**src/core/sar_adc_pkg.sv**
```systemverilog
/*
 Constants, state type and register map of the converter sequencing,
 power control and serial readout block.
 Assumes a 10 MHz system clock; all cycle counts but WAKE_CYCLES derive from it.
*/
// Function
// Start tracking the next input 527 ns after a conversion starts.
// Give a 1.460 us acquisition interval within each conversion cycle.
// Time conversions internally, never longer than 1.5 us.
// Nap after each conversion; power up on the conversion start rising edge.
// In nap only the core sleeps; serial readout keeps working.
// Two start pulses with no shift clock rise between request sleep.
// Enter sleep when busy falls after a sleep request.
// A shift clock rising edge wakes the device from sleep.
// Host waits the wake settling time before the next conversion.
// Data changes on shift clock rise; host samples on next edge.
// result_msb stays on the data output until the first clock rise.
// Host runs the shift clock fast enough for full throughput.
// Normal mode: output off while read enable high, driven while low.
// Normal mode: new result_msb appears when busy falls.
// Normal mode: read enable falling puts the result MSB out at once.
// Host enables only one shared-output device at a time.
// Chain mode: output always driven; read enable pin is serial input.
// Chain mode: upstream MSB appears downstream after 18 clock cycles.
// Chain mode: serial input captured on clock rises, MSB first.
// Start rising edge begins conversion; busy high while converting.
// Restart attempts during a conversion are ignored.
// Host moves start only early in or after a conversion.
// Host waits 200 us after power-on before converting.
// Result shifts out 18 bits MSB first, one bit per clock rise.
package sar_adc_pkg;
   // Timing base
   localparam int CLK_PERIOD_NS = 100;
   localparam int ACQ_DELAY_NS = 527;
   localparam int ACQ_TIME_NS = 1460;
   localparam int CONV_MAX_NS = 1500;
   localparam int REINIT_US = 200;
   // Least times round up, longest times round down
   localparam int ACQ_DELAY_CYCLES =
      (ACQ_DELAY_NS + CLK_PERIOD_NS - 1) / CLK_PERIOD_NS;
   localparam int ACQ_TIME_CYCLES =
      (ACQ_TIME_NS + CLK_PERIOD_NS - 1) / CLK_PERIOD_NS;
   localparam int CONV_CYCLES = CONV_MAX_NS / CLK_PERIOD_NS;
   localparam int REINIT_CYCLES =
      (REINIT_US * 1000 + CLK_PERIOD_NS - 1) / CLK_PERIOD_NS;
   localparam int RESULT_BITS = 18;
   localparam int WAKE_CYCLES = 1000;
   // Register map, byte addresses
   localparam logic [7:0] ADDR_CTRL = 8'h00;
   localparam logic [7:0] ADDR_STATUS = 8'h04;
   localparam logic [7:0] ADDR_RESULT = 8'h08;
   // Control fields
   localparam int CTRL_SLEEP_EN = 0;
   localparam int CTRL_CONV_EN = 1;
   localparam logic [1:0] CTRL_RESET = 2'h3;
   // Status fields
   localparam int ST_BUSY = 0;
   localparam int ST_NAPPING = 1;
   localparam int ST_ASLEEP = 2;
   localparam int ST_WAKE_DONE = 3;
   localparam int ST_REINIT_DONE = 4;
   localparam int ST_CHAIN = 5;
   localparam int ST_SDO_ON = 6;
   localparam int ST_ACQ_DONE = 7;
   // Sequencer states
   typedef enum logic [1:0] {NAP, CONVERT, SLEEP} conv_state_e;
endpackage

```
**src/core/pin_sync.sv**
```systemverilog
/*
 Two-stage synchroniser for a group of pin inputs.
 Assumes the pins are asynchronous to clk_sys.
*/
`timescale 1ns/1ps
`default_nettype none
module pin_sync #(
   parameter int WIDTH = 4
) (
   // Clock and reset
   input wire logic clk_sys,
   input wire logic reset,
   // Pins in, synchronised levels out
   input wire logic [WIDTH-1:0] pinIn,
   output logic [WIDTH-1:0] syncOut
);
   logic [WIDTH-1:0] stage1;

   // First stage feeds only the second stage
   always_ff @(posedge clk_sys)
   begin
      if (reset)
      begin
         stage1 <= '0;
         syncOut <= '0;
      end
      else
      begin
         stage1 <= pinIn;
         syncOut <= stage1;
      end
   end
endmodule
`default_nettype wire

```
**src/core/sar_adc_readout.sv**
```systemverilog
/*
 Conversion sequencer, nap and sleep control, serial readout and APB
 register slave of an 18-bit successive-approximation converter.
 Assumes the host drives the start, shift clock and read enable pins
 asynchronously, and the analog core returns its code on coreResult
 by the end of each conversion.
*/
`timescale 1ns/1ps
`default_nettype none
module sar_adc_readout #(
   parameter int WAKE_CYCLES = sar_adc_pkg::WAKE_CYCLES,
   parameter int RESULT_BITS = sar_adc_pkg::RESULT_BITS
) (
   // Clock and reset
   input wire logic clk_sys,
   input wire logic reset,
   // APB slave
   input wire logic psel,
   input wire logic penable,
   input wire logic pwrite,
   input wire logic [7:0] paddr,
   input wire logic [31:0] pwdata,
   output logic [31:0] prdata,
   output logic pready,
   output logic pslverr,
   // Host-facing pins
   input wire logic convStartPin,
   input wire logic sckPin,
   input wire logic readEnChainPin,
   input wire logic daisyModePin,
   output logic busy,
   output logic sdoOut,
   output logic sdoOe,
   // Analog core
   input wire logic [RESULT_BITS-1:0] coreResult,
   output logic corePowered,
   output logic sampleTrack,
   output logic deviceAwake
);
   localparam int CW = 5;
   localparam logic [CW-1:0] CONV_LAST = CW'(sar_adc_pkg::CONV_CYCLES - 1);
   localparam logic [CW-1:0] ACQ_LAST = CW'(sar_adc_pkg::ACQ_DELAY_CYCLES - 1);
   localparam logic [CW-1:0] ACQ_FULL = CW'(sar_adc_pkg::ACQ_TIME_CYCLES);
   localparam logic [11:0] REINIT_LAST = 12'(sar_adc_pkg::REINIT_CYCLES - 1);
   localparam logic [15:0] WAKE_LOAD = 16'(WAKE_CYCLES);

   // Parameter checks
   if (RESULT_BITS < 2 || RESULT_BITS > 32)
      $error("RESULT_BITS out of range");
   if (WAKE_CYCLES < 1 || WAKE_CYCLES > 65535)
      $error("WAKE_CYCLES out of range");
   if (sar_adc_pkg::CONV_CYCLES <= sar_adc_pkg::ACQ_DELAY_CYCLES)
      $error("Conversion shorter than acquisition delay");

   sar_adc_pkg::conv_state_e state;
   logic [3:0] pinLevel;
   logic convS, sckS, rdlS, chainMode;
   logic convPrev, sckPrev, rdlPrev;
   logic convRise, sckRise, rdlFall, convEnd, sleepReq;
   logic [CW-1:0] convCount, acqCount, busyRun;
   logic [1:0] pulseCount;
   logic [15:0] wakeCount;
   logic [11:0] reinitCount;
   logic reinitDone;
   logic [1:0] ctrl;
   logic [RESULT_BITS-1:0] shiftReg;
   logic [RESULT_BITS-1:0] resultReg;
   logic apbAccess, apbCommit;

   // Decode of the mapped register addresses
   function automatic logic isMapped(input logic [7:0] addr);
      return addr == sar_adc_pkg::ADDR_CTRL ||
         addr == sar_adc_pkg::ADDR_STATUS ||
         addr == sar_adc_pkg::ADDR_RESULT;
   endfunction

   // Pin synchronisers
   pin_sync #(
      .WIDTH(4)
   ) u_sync (
      .clk_sys(clk_sys),
      .reset(reset),
      .pinIn({daisyModePin, readEnChainPin, sckPin, convStartPin}),
      .syncOut(pinLevel)
   );
   assign convS = pinLevel[0];
   assign sckS = pinLevel[1];
   assign rdlS = pinLevel[2];
   assign chainMode = pinLevel[3];

   // Edge detection on synchronised levels
   always_ff @(posedge clk_sys)
   begin
      if (reset)
      begin
         convPrev <= 1'b0;
         sckPrev <= 1'b0;
         rdlPrev <= 1'b0; // Synchroniser output resets low, no false fall
      end
      else
      begin
         convPrev <= convS;
         sckPrev <= sckS;
         rdlPrev <= rdlS;
      end
   end
   assign convRise = convS && !convPrev;
   assign sckRise = sckS && !sckPrev;
   assign rdlFall = !rdlS && rdlPrev;
   assign convEnd = state == sar_adc_pkg::CONVERT && convCount == CONV_LAST;
   assign sleepReq = pulseCount == 2'h2 && ctrl[sar_adc_pkg::CTRL_SLEEP_EN];

   // Conversion sequencer with nap, sleep and power outputs
   always_ff @(posedge clk_sys)
   begin
      if (reset)
      begin
         state <= sar_adc_pkg::NAP;
         convCount <= '0;
         busy <= 1'b0;
         corePowered <= 1'b0;
         sampleTrack <= 1'b1;
         deviceAwake <= 1'b1;
      end
      else
      begin
         unique case (state)
            sar_adc_pkg::NAP:
            begin
               if (convRise && ctrl[sar_adc_pkg::CTRL_CONV_EN])
               begin
                  state <= sar_adc_pkg::CONVERT;
                  convCount <= '0;
                  busy <= 1'b1;
                  corePowered <= 1'b1;
                  sampleTrack <= 1'b0;
               end
            end
            sar_adc_pkg::CONVERT:
            begin
               // Further start edges are not looked at here
               convCount <= convCount + 1'b1;
               if (convCount == ACQ_LAST)
                  sampleTrack <= 1'b1;
               if (convEnd)
               begin
                  busy <= 1'b0;
                  corePowered <= 1'b0;
                  if (sleepReq)
                  begin
                     state <= sar_adc_pkg::SLEEP;
                     deviceAwake <= 1'b0;
                     sampleTrack <= 1'b0;
                  end
                  else
                     state <= sar_adc_pkg::NAP;
               end
            end
            sar_adc_pkg::SLEEP:
            begin
               if (sckRise)
               begin
                  state <= sar_adc_pkg::NAP;
                  deviceAwake <= 1'b1;
                  sampleTrack <= 1'b1;
               end
            end
         endcase
      end
   end

   // Start pulses since the last shift clock rise; the pulse wins
   always_ff @(posedge clk_sys)
   begin
      if (reset)
         pulseCount <= '0;
      else if (convEnd && sleepReq)
         pulseCount <= '0;
      else if (sckRise)
         pulseCount <= convRise ? 2'h1 : 2'h0;
      else if (convRise && pulseCount != 2'h2)
         pulseCount <= pulseCount + 1'b1;
   end
   // Acquisition time since tracking began, saturating
   always_ff @(posedge clk_sys)
   begin
      if (reset || !sampleTrack)
         acqCount <= '0;
      else if (acqCount != ACQ_FULL)
         acqCount <= acqCount + 1'b1;
   end
   // Wake settling countdown after leaving sleep
   always_ff @(posedge clk_sys)
   begin
      if (reset)
         wakeCount <= '0;
      else if (state == sar_adc_pkg::SLEEP && sckRise)
         wakeCount <= WAKE_LOAD;
      else if (wakeCount != 16'h0000)
         wakeCount <= wakeCount - 1'b1;
   end
   // Re-initialisation interval after reset
   always_ff @(posedge clk_sys)
   begin
      if (reset)
      begin
         reinitCount <= '0;
         reinitDone <= 1'b0;
      end
      else if (!reinitDone)
      begin
         reinitCount <= reinitCount + 1'b1;
         reinitDone <= reinitCount == REINIT_LAST;
      end
   end

   // Result capture and serial shift register
   always_ff @(posedge clk_sys)
   begin
      if (reset)
      begin
         shiftReg <= '0;
         resultReg <= '0;
      end
      else if (convEnd)
      begin
         shiftReg <= coreResult;
         resultReg <= coreResult;
      end
      else if (sckRise)
         // MSB first; chain input enters at the bottom
         shiftReg <= {shiftReg[RESULT_BITS-2:0],
            chainMode && rdlS}; // see R24 see R19
      else if (!chainMode && rdlFall)
         shiftReg <= resultReg;
   end
   // Holds the MSB until the first clock rise
   assign sdoOut = shiftReg[RESULT_BITS-1];
   // Data output enable
   always_ff @(posedge clk_sys)
   begin
      if (reset)
         sdoOe <= 1'b0;
      else
         sdoOe <= chainMode || !rdlS; // see R13
   end

   // Control register, written at the completing edge
   assign apbAccess = psel && penable && !pready;
   assign apbCommit = psel && penable && pready && pwrite;
   always_ff @(posedge clk_sys)
   begin
      if (reset)
         ctrl <= sar_adc_pkg::CTRL_RESET;
      else if (apbCommit && paddr == sar_adc_pkg::ADDR_CTRL)
         ctrl <= pwdata[1:0];
   end

   // APB answer with one wait state
   always_ff @(posedge clk_sys)
   begin
      if (reset)
      begin
         pready <= 1'b0;
         pslverr <= 1'b0;
         prdata <= '0;
      end
      else
      begin
         pready <= apbAccess;
         pslverr <= apbAccess && !isMapped(paddr);
         prdata <= '0;
         if (apbAccess && !pwrite)
         begin
            unique case (paddr)
               sar_adc_pkg::ADDR_CTRL: prdata <= {30'h0, ctrl};
               sar_adc_pkg::ADDR_STATUS:
               begin
                  prdata[sar_adc_pkg::ST_BUSY] <= busy;
                  prdata[sar_adc_pkg::ST_NAPPING] <= state == sar_adc_pkg::NAP;
                  prdata[sar_adc_pkg::ST_ASLEEP] <= !deviceAwake;
                  prdata[sar_adc_pkg::ST_WAKE_DONE] <= wakeCount == 16'h0000;
                  prdata[sar_adc_pkg::ST_REINIT_DONE] <= reinitDone;
                  prdata[sar_adc_pkg::ST_CHAIN] <= chainMode;
                  prdata[sar_adc_pkg::ST_SDO_ON] <= sdoOe;
                  prdata[sar_adc_pkg::ST_ACQ_DONE] <= acqCount == ACQ_FULL;
               end
               sar_adc_pkg::ADDR_RESULT: prdata <= 32'(resultReg);
               default: prdata <= '0;
            endcase
         end
      end
   end

   // Busy cycles so far, a helper for the length check
   always_ff @(posedge clk_sys)
      busyRun <= (reset || !busy) ? '0 : busyRun + 1'b1;
endmodule
`default_nettype wire

```
**config.mk**
```make
export PLATFORM = sky130hd
export DESIGN_NAME = sar_adc_readout
export DESIGN_NICKNAME = d
export VERILOG_FILES = /design/src/core/sar_adc_pkg.sv /design/src/core/pin_sync.sv /design/src/core/sar_adc_readout.sv
export SDC_FILE = /design/constraint.sdc
export NUM_CORES = 1
export LEC_CHECK = 0
export BUFFER_PORTS_ARGS = -buffer_cell sky130_fd_sc_hd__buf_2
export CAP_MARGIN = 20
export CELL_PAD_IN_SITES_DETAIL_PLACEMENT = 2
export CELL_PAD_IN_SITES_GLOBAL_PLACEMENT = 2
export CORE_MARGIN = 8
export CORE_UTILIZATION = 33
export DETAILED_ROUTE_END_ITERATION = 8
export PLACE_DENSITY_LB_ADDON = 0.1
export SLEW_MARGIN = 20
export SYNTH_ARGS = -nofsm -noshare
export SYNTH_HDL_FRONTEND = slang
export SYNTH_SLANG_ARGS = --single-unit
export TNS_END_PERCENT = 30
```
**constraint.sdc**
```tcl
create_clock -name clk_sys -period 2.2 [get_ports clk_sys]
set_input_delay 0.33 -clock clk_sys [delete_from_list [all_inputs] [get_ports clk_sys]]
set_output_delay 0.33 -clock clk_sys [all_outputs]
set_load 0.01 [all_outputs]
```
==> run_results.csv <==
group,metric,value,unit
layout,layout_common_cells,"116 x dfxtp_1, 62 x buf_2, 42 x nor2_1, 42 x nand2_1, 37 x a21oi_1",
cts,cts_tree,"built",
logic_synthesis,ys_seq_area_share,46.2,%
cts,cts_setup_buffers,0,
timing,grt_setup_unrepaired,"false",
cts,clockRootBuffer,"clkbuf_16",
global_route,overflow,0,
cts,clk_pin_slew,0.06,ns
cts,h-tree-depth,4,
timing,fin_crit_sh,92.4,%
layout,fin_nets,709,
die,fp.dieW,139,um
timing,relSlewSlack,58.6,%
cts,hold_buffers,0,
logic_synthesis,synth_area,5020,um^2
worst_setup_path,criticalPathCategory,"reg -> reg",
detailed_routing,vias_per_cell,5.29,
cts,cts_buffers,17,
die,dieArea,19400,um^2
place,place_ws,0.153,ns
timing,fin_ws,0.166,ns
layout,final_common_cell,"dfxtp_1",
cts,clockBufferDepth,2,
detailed_routing,route.vias.total,4405,
worst_setup_path,cp_slowest_cell,"nor4_1",
worst_setup_path,start_kind,"register",
pwr,power.total,6740,uW
detailed_routing,drt-initial-drc-count,136,
logic_synthesis,ys_warn_count,0,
layout,fillers,1661,
timing,skew,0.00722,ns
timing,max_clock_freq,0.492,GHz
detailed_routing,drc_errors,0,
layout,drive_gt1_share,19.4,%
hold_path,hold_class,"in -> reg",
timing,tightest_slew,0.616,ns
place,post-dp-hpwl,11.0,mm
layout,area_growth,22.3,%
worst_setup_path,path_cells,"nor4_1 > nand2_1 > or4_1 > a21oi_1",
global_route,antenna_found_initial,0,
job,drv_cap,0,
place,gp_congestion,0.747,
die,rows,45,
cts,cts.sinks,116,
global_route,grt_max_degree,41,
pwr,pwr_density_cell,1100,nW/um^2
cts,worstSkewPairLatency,0.42,ns
detailed_routing,first_pass_iters,4,
timing,finalCriticalPeriod,2.03,ns
die,die_y,139,um
worst_setup_path,worst_ep_arrival_time,2.38,ns
logic_synthesis,ys_async_sr_fraction,0,%
timing,tns,0,ns
timing,finalHoldViolations,0,
pwr,ir_drop,0.662,mV
die,ios,107,
cts,cts_resized,0,
detailed_routing,routed_wl,15.5,mm
global_route,grt_pass1_wl,25.5,mm
layout,n_antenna_cell,0,
logic_synthesis,synth_cell_types,54,
die,core_area,15000,um^2
timing,slew_violations,0,
pwr,p_leak,0.00243,uW
place,numPortBuffers,62,
timing,setup_violations,0,
worst_setup_path,worstPathRequired,2.55,ns
logic_synthesis,synth_edf_count,0,
worst_setup_path,cp_max_fo,7,
worst_setup_path,endpoint_kind,"register",
logic_synthesis,synth-seq-cells,116,
layout,final_util,40.9,%
detailed_routing,antenna_left,0,
worst_setup_path,worst_path_largest_cell_delay,0.59,ns
die,start_util,33.4,%
logic_synthesis,synth-main-ff-cell,"dfxtp_1",
global_route,track_usage,16.4,%
detailed_routing,wl_per_cell,18.6,um
global_route,grt_pass1_vias,4900,
logic_synthesis,synth.avg_cell_area,9.08,um^2
logic_synthesis,netlist_instances,553,
run_status,status,"complete, no violations",
-- per-stage QoR --
step	cell area, um^2	hold WS (ns)	cells
global route	6140	0.125	832
CTS	6140	0.109	832
detailed placement	5580	0.433	800
finish	6140	0.126	832
global placement	5580	0.421	800
floorplan	5070	0.414	566
-- synth_stat cells (8+ instances only) --
library cell / instances / area, um^2
a21oi_1: 37 / 185
a22o_1: 19 / 166
a31oi_1: 10 / 62.6
and2_1: 11 / 68.8
buf_4: 15 / 113
clkbuf_1: 15 / 56.3
dfxtp_1: 116 / 2320
ha_1: 11 / 138
inv_1: 14 / 52.6
mux2i_1: 25 / 250
nand2_1: 42 / 158
nand3_1: 32 / 160
nor2_1: 42 / 158
nor2b_1: 17 / 106
nor3_1: 8 / 40.0
o21ai_0: 29 / 145
xor2_1: 8 / 70.1
-- critical path: cells and delay by family, from the launching register on --
family,cells,cell delay (ns)
and+or+nand+nor,3,1.46
AOI/OAI and AO/OA,1,0.14
DFF,1,0.36
-- cell families (layout without fill, tap and decap cells) --
logic type,count (synthesis),in the layout,share of synthesized area [%]
flops,116,116,46.2
mux,25,25,4.98
fa+ha+maj,11,11,2.74
xor+xnor,13,13,2.27
other cells,1,14,0.0746
simple gates,213,213,23.1
buf+inv,52,130,5.23
compound gates,122,122,15.4
-- path summary, 6_finish.rpt --
kind | from | endpoint | slack, ns | cells past startpoint
setup / recovery | wakeCount[5] | wakeCount[12] | 0.17 | 4
hold / removal | convStartPin | u_sync.stage1[0] | 0.13 | 2
setup reg to reg | wakeCount[5] | wakeCount[12] | 0.17 | 4
hold reg to reg | u_sync.stage1[0] | u_sync.syncOut[0] | 0.44 | 1
-- area by class of cell --
class / count / area, um^2 / share of cell area (%)
Multi-Input combinational cell: 398 / 2500 / 40.7
Sequential cell: 116 / 2320 / 37.8
Timing Repair Buffer: 84 / 475 / 7.74
Clock buffer: 21 / 450 / 7.33
Tap cell: 188 / 235 / 3.83
Clock inverter: 11 / 110 / 1.79
Inverter: 14 / 52.6 / 0.855
-- registers in the layout, indices dropped and copies added, names as in the netlist, 4 cells and up --
signal and flops:
wakeCount 16, u_sync.syncOut 4, u_sync.stage1 4, convCount 5
prdata 18, resultReg 18, shiftReg 18, reinitCount 12
acqCount 5
-- routing by layer --
layer / global-route usage, % / routed length (um)
met5: 0 / 0
met4: 7.22 / 310
met3: 4.07 / 539
met2: 29.6 / 7960
met1: 18.0 / 6670
-- power breakdown --
part           switching (uW)  internal, uW  leakage, uW
clock network             984          1680     0.000276
logic                     939           670      0.00121
registers                 196          2270     0.000941
Power figures use the tool's default switching activity.
